==> config.mk <==
export PLATFORM = sky130hd
export DESIGN_NAME = switch_object_event_recorder
export DESIGN_NICKNAME = d
export VERILOG_FILES = /design/src/pkg/recorder_pkg.sv /design/src/pkg/event_src_if.sv /design/src/verilog/event_edge.sv /design/src/verilog/switch_object_event_recorder.sv
export SDC_FILE = /design/constraint.sdc
export NUM_CORES = 2
export LEC_CHECK = 0
export BUFFER_PORTS_ARGS = -buffer_cell sky130_fd_sc_hd__buf_2
export CAP_MARGIN = 20
export CORE_MARGIN = 2
export CORE_UTILIZATION = 45
export CTS_CLUSTER_SIZE = 14
export DETAILED_ROUTE_END_ITERATION = 12
export HOLD_SLACK_MARGIN = 0.05
export PLACE_DENSITY_LB_ADDON = 0.3
export SYNTH_ARGS = -nofsm -noshare
export SYNTH_HDL_FRONTEND = slang
export SYNTH_SLANG_ARGS = --single-unit
==> constraint.sdc <==
create_clock -name sys_clk -period 19.6 [get_ports sys_clk]
set_input_delay 5.88 -clock sys_clk [delete_from_list [all_inputs] [get_ports sys_clk]]
set_output_delay 5.88 -clock sys_clk [all_outputs]
set_load 0.01 [all_outputs]
==> src/pkg/recorder_pkg.sv <==
// Purpose: shared constants and types of the switch object event recorder
// Assumes: one 125 MHz clock, millisecond time base derived from it
// Notes: event codes are the indices of the event sources
package recorder_pkg;
	// time base
	localparam int unsigned CLK_PERIOD_NS = 8;
	localparam int unsigned STAMP_RES_NS = 1000000;
	localparam int unsigned MS_CYCLES = STAMP_RES_NS / CLK_PERIOD_NS;

	// widths and sizes
	localparam int unsigned STAMP_W = 32;
	localparam int unsigned CNT_W = 32;
	localparam int unsigned HIST_DEPTH = 12;
	localparam int unsigned IDX_W = 4;
	localparam int unsigned EVT_N = 26;
	localparam int unsigned CODE_W = 5;
	localparam int unsigned CAUSE_W = 4;
	localparam int unsigned SRC_W = 3;
	localparam int unsigned GSTAT_W = 8;

	// reset values
	localparam logic [CNT_W-1:0] CNT_RST = 32'h0;
	localparam logic [STAMP_W-1:0] STAMP_RST = 32'h0;

	// event source indices
	localparam int unsigned EV_OBJ_BASE = 0;
	localparam int unsigned EV_CART_BASE = 4;
	localparam int unsigned EV_OPEN_REQ = 8;
	localparam int unsigned EV_OPEN_CMD = 9;
	localparam int unsigned EV_CLOSE_REQ = 10;
	localparam int unsigned EV_CLOSE_CMD = 11;
	localparam int unsigned EV_OPEN_BLK = 12;
	localparam int unsigned EV_CLOSE_BLK = 13;
	localparam int unsigned EV_READY = 14;
	localparam int unsigned EV_SYNC = 15;
	localparam int unsigned EV_OPEN_FAIL = 16;
	localparam int unsigned EV_CLOSE_FAIL = 17;
	localparam int unsigned EV_FINAL_TRIP = 18;
	localparam int unsigned EV_ABRASION = 19;
	localparam int unsigned EV_OPTIME = 20;
	localparam int unsigned EV_BRK_LOCAL = 21;
	localparam int unsigned EV_SW_LOCAL = 22;
	localparam int unsigned EV_CM_ALARM1 = 23;
	localparam int unsigned EV_CM_ALARM2 = 24;
	localparam int unsigned EV_TCS = 25;

	typedef enum logic [1:0] {
		POS_INTER = 2'h0,
		POS_OPEN = 2'h1,
		POS_CLOSED = 2'h2,
		POS_BAD = 2'h3
	} pos_t;

	typedef enum logic [1:0] {
		REC_OPEN = 2'h0,
		REC_CLOSE = 2'h1,
		REC_OPEN_FAIL = 2'h2,
		REC_CLOSE_FAIL = 2'h3
	} rec_kind_t;

	typedef enum logic [1:0] {
		OP_IDLE = 2'h0,
		OP_OPENING = 2'h1,
		OP_CLOSING = 2'h2
	} op_state_t;

	typedef struct packed {
		logic [STAMP_W-1:0] stamp;
		rec_kind_t kind;
		logic [STAMP_W-1:0] op_time;
		pos_t obj_pos;
		pos_t cart_pos;
		logic [CAUSE_W-1:0] open_cause;
		logic [CAUSE_W-1:0] close_cause;
		logic [SRC_W-1:0] open_src;
		logic [SRC_W-1:0] close_src;
		logic [GSTAT_W-1:0] gen_status;
	} history_rec_t;
endpackage

==> src/pkg/event_src_if.sv <==
// Purpose: bundle between the event edge detectors and the arbiter
// Assumes: one detector per bit, all on the same clock
// Notes: nets, since each detector drives its own bits
interface event_src_if #(parameter int unsigned N = 26);
	wire [N-1:0] level;
	wire [N-1:0] on_en;
	wire [N-1:0] off_en;
	wire [N-1:0] grant;
	wire [N-1:0] pend;
	wire [N-1:0] pol;

	modport src (input level, input on_en, input off_en, input grant,
		output pend, output pol);
	modport arb (output level, output on_en, output off_en, output grant,
		input pend, input pol);
endinterface

==> src/verilog/event_edge.sv <==
// Purpose: edge detector and pending flag for one event source
// Assumes: level comes from logic on sys_clk
// Notes: a newer edge replaces an older one still waiting
module event_edge #(
	parameter int unsigned IDX = 0
) (
	// clock and reset
	input wire logic sys_clk,
	input wire logic rst,
	// arbiter side
	event_src_if.src ev
);
	logic level_d_ff, nxt_level_d;
	logic pend_ff, nxt_pend;
	logic pol_ff, nxt_pol;
	logic rise, fall;

	assign rise = ev.level[IDX] & ~level_d_ff;
	assign fall = ~ev.level[IDX] & level_d_ff;

	always_comb begin
		nxt_level_d = ev.level[IDX];
		nxt_pend = pend_ff & ~ev.grant[IDX];
		nxt_pol = pol_ff;
		// new edge wins over the grant of the older one
		if (rise && ev.on_en[IDX]) begin // [RULE1]
			nxt_pend = 1'b1;
			nxt_pol = 1'b1;
		end else if (fall && ev.off_en[IDX]) begin // [RULE1]
			nxt_pend = 1'b1;
			nxt_pol = 1'b0;
		end
	end

	always_ff @(posedge sys_clk or posedge rst) begin
		if (rst) begin
			level_d_ff <= 1'b0;
			pend_ff <= 1'b0;
			pol_ff <= 1'b0;
		end else begin
			level_d_ff <= nxt_level_d;
			pend_ff <= nxt_pend;
			pol_ff <= nxt_pol;
		end
	end

	assign ev.pend[IDX] = pend_ff;
	assign ev.pol[IDX] = pol_ff;
endmodule // event_edge

==> src/verilog/switch_object_event_recorder.sv <==
// Purpose: event, counter and history recording of one switch object
// Assumes: all status inputs come from control logic on sys_clk
// Notes: one event leaves per cycle; lowest event code goes first
//
// Functional notes
// RULE1 - Each event has its own enables for writing the on edge, the off edge or both.
// RULE2 - Every emitted event carries a time stamp counted in milliseconds.
// RULE3 - Four counters count opens, closes, failed opens and failed closes until cleared.
// RULE4 - The last twelve operations are kept as time-stamped history records.
// RULE5 - An opening record holds the time from open command to open position.
// RULE6 - A closing record holds the time from close command to closed position.
// RULE7 - Each record stores object and cart status, fail causes, sources and status.
// RULE8 - Open and close control outputs are driven and both edges of each are logged.
// RULE9 - The operating-time-exceeded condition logs on and off events.
// RULE10 - The contact abrasion alarm logs on and off events.
// RULE11 - Both condition-monitoring alarm levels log on and off events.
// RULE12 - A trip-circuit supervision fault logs events when it sets and clears.
// RULE13 - Each alarm level asserts while operations left are below its own limit.
// RULE14 - With all twelve slots full, a new record overwrites the oldest one.
// RULE15 - Each change among the four position states logs events for object and cart.
module switch_object_event_recorder #(
	parameter int unsigned MS_CYCLES = recorder_pkg::MS_CYCLES
) (
	// clock and reset
	input wire logic sys_clk,
	input wire logic rst,
	// position indications
	input wire logic obj_open_ind,
	input wire logic obj_closed_ind,
	input wire logic cart_out_ind,
	input wire logic cart_in_ind,
	// requests, commands and states
	input wire logic open_req,
	input wire logic close_req,
	input wire logic open_cmd,
	input wire logic close_cmd,
	input wire logic open_blocked,
	input wire logic close_blocked,
	input wire logic obj_ready,
	input wire logic sync_ok,
	input wire logic open_fail,
	input wire logic close_fail,
	input wire logic final_trip,
	input wire logic abrasion_alarm,
	input wire logic optime_exceeded,
	input wire logic breaker_local,
	input wire logic switch_local,
	input wire logic tcs_fault,
	// condition monitoring
	input wire logic cm_alarm1_en,
	input wire logic cm_alarm2_en,
	input wire logic [recorder_pkg::CNT_W-1:0] ops_left,
	input wire logic [recorder_pkg::CNT_W-1:0] alarm1_limit,
	input wire logic [recorder_pkg::CNT_W-1:0] alarm2_limit,
	// record context
	input wire logic [recorder_pkg::CAUSE_W-1:0] open_fail_cause,
	input wire logic [recorder_pkg::CAUSE_W-1:0] close_fail_cause,
	input wire logic [recorder_pkg::SRC_W-1:0] open_source,
	input wire logic [recorder_pkg::SRC_W-1:0] close_source,
	input wire logic [recorder_pkg::GSTAT_W-1:0] general_status,
	// event selection
	input wire logic [recorder_pkg::EVT_N-1:0] evt_on_en,
	input wire logic [recorder_pkg::EVT_N-1:0] evt_off_en,
	// statistics
	input wire logic stats_clear,
	// control outputs and alarms
	output logic obj_open_out,
	output logic obj_close_out,
	output logic cm_alarm1,
	output logic cm_alarm2,
	// event buffer
	output logic evt_valid,
	input wire logic evt_ready,
	output logic [recorder_pkg::CODE_W-1:0] evt_code,
	output logic evt_active,
	output logic [recorder_pkg::STAMP_W-1:0] evt_stamp,
	// counters
	output logic [recorder_pkg::CNT_W-1:0] open_count,
	output logic [recorder_pkg::CNT_W-1:0] close_count,
	output logic [recorder_pkg::CNT_W-1:0] open_fail_count,
	output logic [recorder_pkg::CNT_W-1:0] close_fail_count,
	// history read
	input wire logic [recorder_pkg::IDX_W-1:0] hist_rd_idx,
	output recorder_pkg::history_rec_t hist_rd_data,
	output logic [recorder_pkg::IDX_W-1:0] hist_fill
);
	localparam int unsigned N = recorder_pkg::EVT_N;
	localparam int unsigned DEPTH = recorder_pkg::HIST_DEPTH;
	localparam logic [31:0] MS_LAST = 32'(MS_CYCLES - 1);
	localparam logic [recorder_pkg::IDX_W-1:0] LAST_SLOT =
		recorder_pkg::IDX_W'(DEPTH - 1);

	event_src_if #(.N(N)) ev ();

	// time base
	logic [31:0] presc_ff, nxt_presc;
	logic [recorder_pkg::STAMP_W-1:0] stamp_ff, nxt_stamp;

	always_comb begin
		nxt_presc = presc_ff + 32'h1;
		nxt_stamp = stamp_ff;
		if (presc_ff >= MS_LAST) begin
			nxt_presc = 32'h0;
			nxt_stamp = stamp_ff + 32'h1; // [RULE2]
		end
	end

	always_ff @(posedge sys_clk or posedge rst) begin
		if (rst) begin
			presc_ff <= 32'h0;
			stamp_ff <= recorder_pkg::STAMP_RST;
		end else begin
			presc_ff <= nxt_presc;
			stamp_ff <= nxt_stamp;
		end
	end

	// positions, outputs and alarms
	recorder_pkg::pos_t obj_pos_ff, nxt_obj_pos;
	recorder_pkg::pos_t cart_pos_ff, nxt_cart_pos;
	logic open_out_ff, nxt_open_out;
	logic close_out_ff, nxt_close_out;
	logic alarm1_ff, nxt_alarm1;
	logic alarm2_ff, nxt_alarm2;
	logic open_fail_d_ff, close_fail_d_ff;

	always_comb begin
		nxt_obj_pos = recorder_pkg::pos_t'({obj_closed_ind, obj_open_ind});
		nxt_cart_pos = recorder_pkg::pos_t'({cart_in_ind, cart_out_ind});
		// a blocked direction never reaches the contact
		nxt_open_out = open_cmd & ~open_blocked; // [RULE8]
		nxt_close_out = close_cmd & ~close_blocked; // [RULE8]
		nxt_alarm1 = cm_alarm1_en & (ops_left < alarm1_limit); // [RULE13]
		nxt_alarm2 = cm_alarm2_en & (ops_left < alarm2_limit); // [RULE13]
	end

	always_ff @(posedge sys_clk or posedge rst) begin
		if (rst) begin
			obj_pos_ff <= recorder_pkg::POS_INTER;
			cart_pos_ff <= recorder_pkg::POS_INTER;
			open_out_ff <= 1'b0;
			close_out_ff <= 1'b0;
			alarm1_ff <= 1'b0;
			alarm2_ff <= 1'b0;
			open_fail_d_ff <= 1'b0;
			close_fail_d_ff <= 1'b0;
		end else begin
			obj_pos_ff <= nxt_obj_pos;
			cart_pos_ff <= nxt_cart_pos;
			open_out_ff <= nxt_open_out;
			close_out_ff <= nxt_close_out;
			alarm1_ff <= nxt_alarm1;
			alarm2_ff <= nxt_alarm2;
			open_fail_d_ff <= open_fail;
			close_fail_d_ff <= close_fail;
		end
	end

	assign obj_open_out = open_out_ff;
	assign obj_close_out = close_out_ff;
	assign cm_alarm1 = alarm1_ff;
	assign cm_alarm2 = alarm2_ff;

	// event sources
	genvar g;
	generate
		for (g = 0; g < 4; g++) begin : g_pos
			assign ev.level[recorder_pkg::EV_OBJ_BASE + g] =
				(obj_pos_ff == recorder_pkg::pos_t'(g)); // [RULE15]
			assign ev.level[recorder_pkg::EV_CART_BASE + g] =
				(cart_pos_ff == recorder_pkg::pos_t'(g)); // [RULE15]
		end
		for (g = 0; g < N; g++) begin : g_edge
			event_edge #(.IDX(g)) u_edge (
				.sys_clk(sys_clk),
				.rst(rst),
				.ev(ev)
			);
		end
	endgenerate

	assign ev.level[recorder_pkg::EV_OPEN_REQ] = open_req;
	assign ev.level[recorder_pkg::EV_OPEN_CMD] = open_out_ff; // [RULE8]
	assign ev.level[recorder_pkg::EV_CLOSE_REQ] = close_req;
	assign ev.level[recorder_pkg::EV_CLOSE_CMD] = close_out_ff; // [RULE8]
	assign ev.level[recorder_pkg::EV_OPEN_BLK] = open_blocked;
	assign ev.level[recorder_pkg::EV_CLOSE_BLK] = close_blocked;
	assign ev.level[recorder_pkg::EV_READY] = obj_ready;
	assign ev.level[recorder_pkg::EV_SYNC] = sync_ok;
	assign ev.level[recorder_pkg::EV_OPEN_FAIL] = open_fail;
	assign ev.level[recorder_pkg::EV_CLOSE_FAIL] = close_fail;
	assign ev.level[recorder_pkg::EV_FINAL_TRIP] = final_trip;
	assign ev.level[recorder_pkg::EV_ABRASION] = abrasion_alarm; // [RULE10]
	assign ev.level[recorder_pkg::EV_OPTIME] = optime_exceeded; // [RULE9]
	assign ev.level[recorder_pkg::EV_BRK_LOCAL] = breaker_local;
	assign ev.level[recorder_pkg::EV_SW_LOCAL] = switch_local;
	assign ev.level[recorder_pkg::EV_CM_ALARM1] = alarm1_ff; // [RULE11]
	assign ev.level[recorder_pkg::EV_CM_ALARM2] = alarm2_ff; // [RULE11]
	assign ev.level[recorder_pkg::EV_TCS] = tcs_fault; // [RULE12]
	assign ev.on_en = evt_on_en;
	assign ev.off_en = evt_off_en;

	// event output stage, fixed priority by code
	logic valid_ff, nxt_valid;
	logic [recorder_pkg::CODE_W-1:0] code_ff, nxt_code;
	logic active_ff, nxt_active;
	logic [recorder_pkg::STAMP_W-1:0] ostamp_ff, nxt_ostamp;
	logic [N-1:0] grant_c;
	logic found;

	always_comb begin
		nxt_valid = valid_ff & ~evt_ready;
		nxt_code = code_ff;
		nxt_active = active_ff;
		nxt_ostamp = ostamp_ff;
		grant_c = '0;
		found = 1'b0;
		if (!valid_ff || evt_ready) begin
			for (int i = 0; i < N; i++) begin
				if (!found && ev.pend[i]) begin
					found = 1'b1;
					grant_c[i] = 1'b1;
					nxt_valid = 1'b1;
					nxt_code = recorder_pkg::CODE_W'(i);
					nxt_active = ev.pol[i];
					nxt_ostamp = stamp_ff; // [RULE2]
				end
			end
		end
	end

	always_ff @(posedge sys_clk or posedge rst) begin
		if (rst) begin
			valid_ff <= 1'b0;
			code_ff <= 5'h0;
			active_ff <= 1'b0;
			ostamp_ff <= recorder_pkg::STAMP_RST;
		end else begin
			valid_ff <= nxt_valid;
			code_ff <= nxt_code;
			active_ff <= nxt_active;
			ostamp_ff <= nxt_ostamp;
		end
	end

	assign ev.grant = grant_c;
	assign evt_valid = valid_ff;
	assign evt_code = code_ff;
	assign evt_active = active_ff;
	assign evt_stamp = ostamp_ff;

	// operation tracking and counters
	recorder_pkg::op_state_t op_ff, nxt_op;
	logic [recorder_pkg::STAMP_W-1:0] start_ff, nxt_start;
	logic [recorder_pkg::CNT_W-1:0] cnt_ff [4];
	logic [recorder_pkg::CNT_W-1:0] nxt_cnt [4];
	logic open_done, close_done, open_fail_rise, close_fail_rise;
	logic wr_en;
	recorder_pkg::rec_kind_t wr_kind;

	assign open_done = (op_ff == recorder_pkg::OP_OPENING) &&
		(nxt_obj_pos == recorder_pkg::POS_OPEN);
	assign close_done = (op_ff == recorder_pkg::OP_CLOSING) &&
		(nxt_obj_pos == recorder_pkg::POS_CLOSED);
	assign open_fail_rise = open_fail & ~open_fail_d_ff;
	assign close_fail_rise = close_fail & ~close_fail_d_ff;

	always_comb begin
		nxt_op = op_ff;
		nxt_start = start_ff;
		wr_en = 1'b0;
		wr_kind = recorder_pkg::REC_OPEN;
		case (op_ff)
			recorder_pkg::OP_IDLE: begin
				if (nxt_open_out && !open_out_ff) begin // [RULE5]
					nxt_op = recorder_pkg::OP_OPENING;
					nxt_start = stamp_ff;
				end else if (nxt_close_out && !close_out_ff) begin // [RULE6]
					nxt_op = recorder_pkg::OP_CLOSING;
					nxt_start = stamp_ff;
				end
			end
			recorder_pkg::OP_OPENING: begin
				if (open_done || open_fail_rise) begin
					nxt_op = recorder_pkg::OP_IDLE;
				end
			end
			recorder_pkg::OP_CLOSING: begin
				if (close_done || close_fail_rise) begin
					nxt_op = recorder_pkg::OP_IDLE;
				end
			end
			default: begin
				nxt_op = recorder_pkg::OP_IDLE;
			end
		endcase
		// one record per cycle: completions before failures
		if (open_done) begin
			wr_en = 1'b1;
			wr_kind = recorder_pkg::REC_OPEN;
		end else if (close_done) begin
			wr_en = 1'b1;
			wr_kind = recorder_pkg::REC_CLOSE;
		end else if (open_fail_rise) begin
			wr_en = 1'b1;
			wr_kind = recorder_pkg::REC_OPEN_FAIL;
		end else if (close_fail_rise) begin
			wr_en = 1'b1;
			wr_kind = recorder_pkg::REC_CLOSE_FAIL;
		end
		// an operation in the clearing cycle still counts
		for (int k = 0; k < 4; k++) begin
			nxt_cnt[k] = stats_clear ? recorder_pkg::CNT_RST : cnt_ff[k];
		end
		if (open_done) nxt_cnt[0] = nxt_cnt[0] + 32'h1; // [RULE3]
		if (close_done) nxt_cnt[1] = nxt_cnt[1] + 32'h1; // [RULE3]
		if (open_fail_rise) nxt_cnt[2] = nxt_cnt[2] + 32'h1; // [RULE3]
		if (close_fail_rise) nxt_cnt[3] = nxt_cnt[3] + 32'h1; // [RULE3]
	end

	always_ff @(posedge sys_clk or posedge rst) begin
		if (rst) begin
			op_ff <= recorder_pkg::OP_IDLE;
			start_ff <= recorder_pkg::STAMP_RST;
			for (int k = 0; k < 4; k++) begin
				cnt_ff[k] <= recorder_pkg::CNT_RST;
			end
		end else begin
			op_ff <= nxt_op;
			start_ff <= nxt_start;
			for (int k = 0; k < 4; k++) begin
				cnt_ff[k] <= nxt_cnt[k];
			end
		end
	end

	assign open_count = cnt_ff[0];
	assign close_count = cnt_ff[1];
	assign open_fail_count = cnt_ff[2];
	assign close_fail_count = cnt_ff[3];

	// history ring
	recorder_pkg::history_rec_t hist_mem [DEPTH];
	recorder_pkg::history_rec_t wr_rec;
	recorder_pkg::history_rec_t rd_ff, nxt_rd;
	logic [recorder_pkg::IDX_W-1:0] wr_ptr_ff, nxt_wr_ptr;
	logic [recorder_pkg::IDX_W-1:0] fill_ff, nxt_fill;
	logic [recorder_pkg::IDX_W:0] rd_addr;

	always_comb begin
		wr_rec.stamp = stamp_ff;
		wr_rec.kind = wr_kind;
		wr_rec.op_time = stamp_ff - start_ff; // [RULE5] [RULE6]
		wr_rec.obj_pos = nxt_obj_pos; // [RULE7]
		wr_rec.cart_pos = nxt_cart_pos;
		wr_rec.open_cause = open_fail_cause;
		wr_rec.close_cause = close_fail_cause;
		wr_rec.open_src = open_source;
		wr_rec.close_src = close_source;
		wr_rec.gen_status = general_status;
		nxt_wr_ptr = wr_ptr_ff;
		nxt_fill = fill_ff;
		if (wr_en) begin
			// wrap overwrites the oldest slot
			nxt_wr_ptr = (wr_ptr_ff == LAST_SLOT) ? 4'h0 :
				wr_ptr_ff + 4'h1; // [RULE14]
			if (fill_ff != recorder_pkg::IDX_W'(DEPTH)) begin // [RULE4]
				nxt_fill = fill_ff + 4'h1;
			end
		end
		// index 0 is the newest record
		rd_addr = {1'b0, wr_ptr_ff} + 5'(DEPTH) - 5'h1 - {1'b0, hist_rd_idx};
		if (rd_addr >= 5'(DEPTH)) begin
			rd_addr = rd_addr - 5'(DEPTH);
		end
		nxt_rd = '0;
		if (hist_rd_idx < fill_ff) begin
			nxt_rd = hist_mem[rd_addr[recorder_pkg::IDX_W-1:0]];
		end
	end

	always_ff @(posedge sys_clk) begin
		if (wr_en) begin
			hist_mem[wr_ptr_ff] <= wr_rec; // [RULE4]
		end
	end

	always_ff @(posedge sys_clk or posedge rst) begin
		if (rst) begin
			wr_ptr_ff <= 4'h0;
			fill_ff <= 4'h0;
			rd_ff <= '0;
		end else begin
			wr_ptr_ff <= nxt_wr_ptr;
			fill_ff <= nxt_fill;
			rd_ff <= nxt_rd;
		end
	end

	assign hist_rd_data = rd_ff;
	assign hist_fill = fill_ff;
endmodule // switch_object_event_recorder

* Yosys cells after proc, flatten, opt, wreduce, memory -nomap -nowiden
Memory sizes are Yosys's and may differ from the RTL's.
Cells that the tools add are included.
** Operators by class
- Bitwise operators :: 162
- Muxes and demuxes :: 314
- Magnitude comparators :: 5
- Add/sub/neg operators :: 13
- Equality and inequality tests :: 15
- Reductions and logical operators :: 147
** Operators by type and width (number)
- $mux 32 :: 37
- $mux 1 :: 238
- $add 32x1->32 const B :: 6
- $mux 5 :: 26
- $mux 92 :: 1
- $and 1x1->1 :: 83
- $logic_and 1x1->1 :: 81
- $not 1->1 :: 79
- $lt 32x32->1 :: 2
- $reduce_bool 2->1 :: 27
- $ge 32x17->1 const B :: 1
- $sub 32x32->32 :: 1
- $logic_not 1->1 :: 28
- $mux 26 :: 1
- $reduce_bool 26->1 :: 1
- $mux 2 :: 8
- $eq 2x2->1 const B :: 6
- $add 4x1->4 const B :: 2
- $eq 2x1->1 const B :: 4
- $mux 4 :: 2
- $logic_not 2->1 :: 3
- $pmux 2 s3 :: 1
- $reduce_and 2->1 :: 3
- $add 4x4->5 const B :: 1
- 11 further kinds :: 14
** Storage, ports and cells
- Output and inout bits :: 267
- Memories kept :: 1
- Flip-flop bits (word level) :: 451
- Input bits :: 200
- Word-level logic and storage cells :: 765
- Bits in writable memories :: 1104
** Memory list
- hist_mem :: depth 12, width 92, read ports 1, clocked after memory_dff 0, wr ports 1, line switch_object_event_recorder.sv:343 : recorder_pkg::history_rec_t hist_mem [DEPTH];

* Depth between registers and ports, before layout
- Word-level depth :: 107
- Gate-level depth with buffers :: 15

* Least setup slack after synthesis
Ideal clock, no wire load.
- Path type :: input port to flip-flop
- Start :: in obj_closed_ind
- End :: mem hist_mem[3][0] (netlist name), enable pin
- Setup slack :: 10205 ps
- Library setup time :: 461 ps
- Arrival time :: 8934 ps
- Stages on the path :: 5
- Buffers on the path :: 0
- Cell sequence :: inv_1 > nor3b_1 > nor4_1 > nor3_1 > and2_1
** Between the ends
- Cells in the longest elaborated chain, start to end :: 6
- Elaborated cells on any way between the ends :: 8
- Those cells by class :: eq/ne (2); mux (4); reduce/logical (2)
** Ends and longest elaborated chain
- from (decl) :: line switch_object_event_recorder.sv:29 : input wire logic obj_closed_ind,
- $eq 2x2->1 :: line switch_object_event_recorder.sv:264 : (nxt_obj_pos == recorder_pkg::POS_CLOSED);
- $logic_and 1x1->1 :: line switch_object_event_recorder.sv:263 : assign close_done = (op_ff == recorder_pkg::OP_CLOSING) &&
- $mux 1 :: line switch_object_event_recorder.sv:301 : end else if (close_done) begin
- $mux 1 * :: line switch_object_event_recorder.sv:298 : if (open_done) begin
- $mux 1 * :: line switch_object_event_recorder.sv:383 : if (wr_en) begin
- $mux 1 (implied by the code) * :: line switch_object_event_recorder.sv:384 : hist_mem[wr_ptr_ff] <= wr_rec;
- to (decl) :: line switch_object_event_recorder.sv:343
Every way passes the cells marked *; elsewhere a longest branch is shown, timed or not.

==> out/metrics.yaml <==
layout:
  final_cells: 6506
  fin_nets: 4794
  area_delta_synth_final_pct: 16.35
  fillers: 11600
  drive_gt1_frac: 0.2522
worst_setup_path:
  cp.required_ns: 20.26
  max_stage_delay_ns: 0.84
  slowest_stage: "buf_4"
  crit_fanout: 63
  start_kind: "input port"
  worstPathArrival_ns: 10.44
  crit_top_cell: "buf_4"
  crit_path_end_kind: "flop"
  critical_path_class: "input port to flop"
  crit_chain: "buf_2 > inv_1 > ha_1 > ha_4 > buf_4 > buf_4 > buf_4 > mux4_2 > mux2i_1 > a211oi_1"
clock_network:
  clockBufferDepth: 3
  ctsHoldBuffers: 0
  clock-root-buffer: "clkbuf_16"
  cts_resized: 0
  cts_max_level: 4
  clkTransAtPathRegs_ns: 0.06
  cts_buffers: 162
  cts.sinks: 1555
  postCtsSetupRepairBufs: 0
  insertion_delay_ns: 0.81
  cts_tree: "done"
detailed_routing:
  num_vias: 36290
  drt_iter0_drc: 3023
  vias_per_cell: 5.578
  drtAntennaViolNets: 0
  drt_wl_total_um: 154600
  drc: 0
  firstDrtPassIters: 6
  wire_per_inst_um: 23.76
yosys:
  netlist_instances: 3913
  ys_ff_latch: 1555
  synth_edf_count: 1104
  ys_top_cells_by_count: "edfxtp_1 (1,104), dfrtp_1 (451), mux4_2 (276)"
  synth.top_cells.by_area: "edfxtp_1 (52%), dfrtp_1 (18%), mux4_2 (9.7%)"
  async_flop_share: 0.2900
  avgSynthCellArea_um2: 16.33
  ys_types: 74
  synth-seq-area-share: 0.6954
  yosys_warnings: 0
  syn_area_um2: 63910
  synth_top_area_frac: 0.5188
  yosysMostFrequentCell: "edfxtp_1"
  yosysTopAreaCell: "edfxtp_1"
  synthFlopType: "edfxtp_1"
sta:
  max_freq_mhz: 102.3
  worst_slew_pin_slew_ns: 1.132
  fin_tns_setup_ns: 0
  hold_violations: 0
  skew_ns: 0.05862
  rsz0062_at_grt: "false"
  drv_slew: 0
  whs_ns: 0.4485
  finalCritPeriodShare: 0.4987
  relSlewSlack: 0.2452
  fin_crit_ns: 9.775
  finalSetupViolCount: 0
power_and_ir_drop:
  vdd.ir_drop.worst_mv: 0.3366
  p_leak_nw: 28.54
  power_mw: 11.87
  power.density_nw_per_um2: 159.7
grt:
  grt_pass1_vias: 36650
  grt.overflow.total: 0
  antenna_found_initial: 14
  grt_max_degree: 134
  grt_usage: 0.2143
  grt_pass1_wl_um: 234400
die:
  num_rows: 138
  io_pins: 467
  die_w_um: 380.8
  die_h_um: 380.8
  die_area_um2: 145000
  core_um2: 141200
  start_util: 0.4525
place:
  place.gp.congestion: 0.8600
  numPlacedInstances: 6194
  hpwl_um: 93250
  io_buffers: 466
min_path:
  hp-class: "flop to flop"
run:
  drv_cap: 0
run_status:
  status: "finished, final reports clean"
==> layout by cell type, fill, tap and decap left out, types with 115 or more instances in the layout <==
master / instances
a21oi_1: 115
buf_2: 466
dfrtp_1: 451
clkbuf_16: 163
nor2_1: 273
inv_1: 157
edfxtp_1: 1104
o21ai_0: 124
mux4_2: 276
nand2_1: 167
==> report_power, final <==
part           leakage [nW]  switching (mW)  internal [mW]
Clock                  2.73            1.33           1.82
Combinational          9.67            2.53           1.66
Sequential             16.1           0.191           4.34
Total                  28.5            4.05           7.82
==> path summary, 6_finish.rpt <==
check	startpoint	endpoint	slack [ns]	depth (start not counted)
max	hist_rd_idx[1]	hist_rd_data[61]	9.82	10
min	g_edge[24].u_edge.level_d_ff	g_edge[24].u_edge.pol_ff	0.45	1
max reg2reg	wr_ptr_ff[1]	hist_rd_data[61]	14.54	8
min reg2reg	g_edge[24].u_edge.level_d_ff	g_edge[24].u_edge.pol_ff	0.45	1
max in group asynchronous	rst	open_count[2]	12.36	5
min in group asynchronous	rst	g_edge[15].u_edge.pol_ff	5.22	2
==> logic make-up (layout without fill, tap and decap cells) <==
kind of cell	Yosys count	after routing	share of synthesized area
and+or+nand+nor	853	853	0.06657
AOI/OAI and AO/OA	478	478	0.04767
xor gates and xnor gates	168	168	0.02302
DFF	1555	1555	0.6954
buffers and inverters	302	990	0.01836
muxes	438	438	0.1256
other	1	16	0.00005868
adders and majority gates	118	118	0.02334
==> flip-flops by register name (all words and copies together) (netlist names), 2 cells and up <==
signal and count:
hist_rd_data 92, op_ff 2, hist_mem 1104, g_edge.u_edge.level_d_ff 26, cart_pos_ff 2, g_edge.u_edge.pol_ff 26, hist_fill 4, obj_pos_ff 2
g_edge.u_edge.pend_ff 26, stamp_ff 32, evt_code 5, open_count 32, presc_ff 32, close_count 32, close_fail_count 32, wr_ptr_ff 4
evt_stamp 32, start_ff 32, open_fail_count 32
==> through the flow <==
step | area [µm²] | utilization | setup slack, ns
3_5_place_dp | 68680 | 0.4862 | 9.024
2_1_floorplan | 63960 | - | 1.150
5_1_grt | 74360 | 0.5264 | 9.696
4_1_cts | 74280 | 0.5259 | 9.860
3_3_place_gp | 68650 | 0.4860 | 8.772
6_report | 74360 | 0.5265 | 9.825
==> routing by layer <==
| metal | part of all wire | track usage | wire, µm | up-vias |
|---|---|---|---|---|
| met3 | 0.079 | 0.05154 | 12140 | 186 |
| li1 | - | - | - | 16150 |
| met2 | 0.47 | 0.3407 | 72950 | 1237 |
| met5 | 0.00021 | 0 | 32 | - |
| met1 | 0.43 | 0.3015 | 66980 | 18710 |
| met4 | 0.016 | 0.04641 | 2505 | 6 |
==> critical path, delay by kind of cell <==
family / cells / cell delay (ns)
fa+ha+maj: 2 / 1.10
buf+inv: 5 / 2.49
compound gates: 1 / 0.32
mux: 2 / 0.44
==> final cells by class <==
cell class	count	area [µm²]	area share
Sequential cell	1555	44440	0.5976
Timing Repair Buffer	529	2863	0.03850
Tap cell	1890	2365	0.03180
Antenna cell	1	2.502	0.00003365
Clock buffer	218	4526	0.06086
Clock inverter	85	1076	0.01447
Inverter	158	600.6	0.008077
Multi-Input combinational cell	2070	18490	0.2486
No activity file was read; power rests on OpenSTA's default activity.
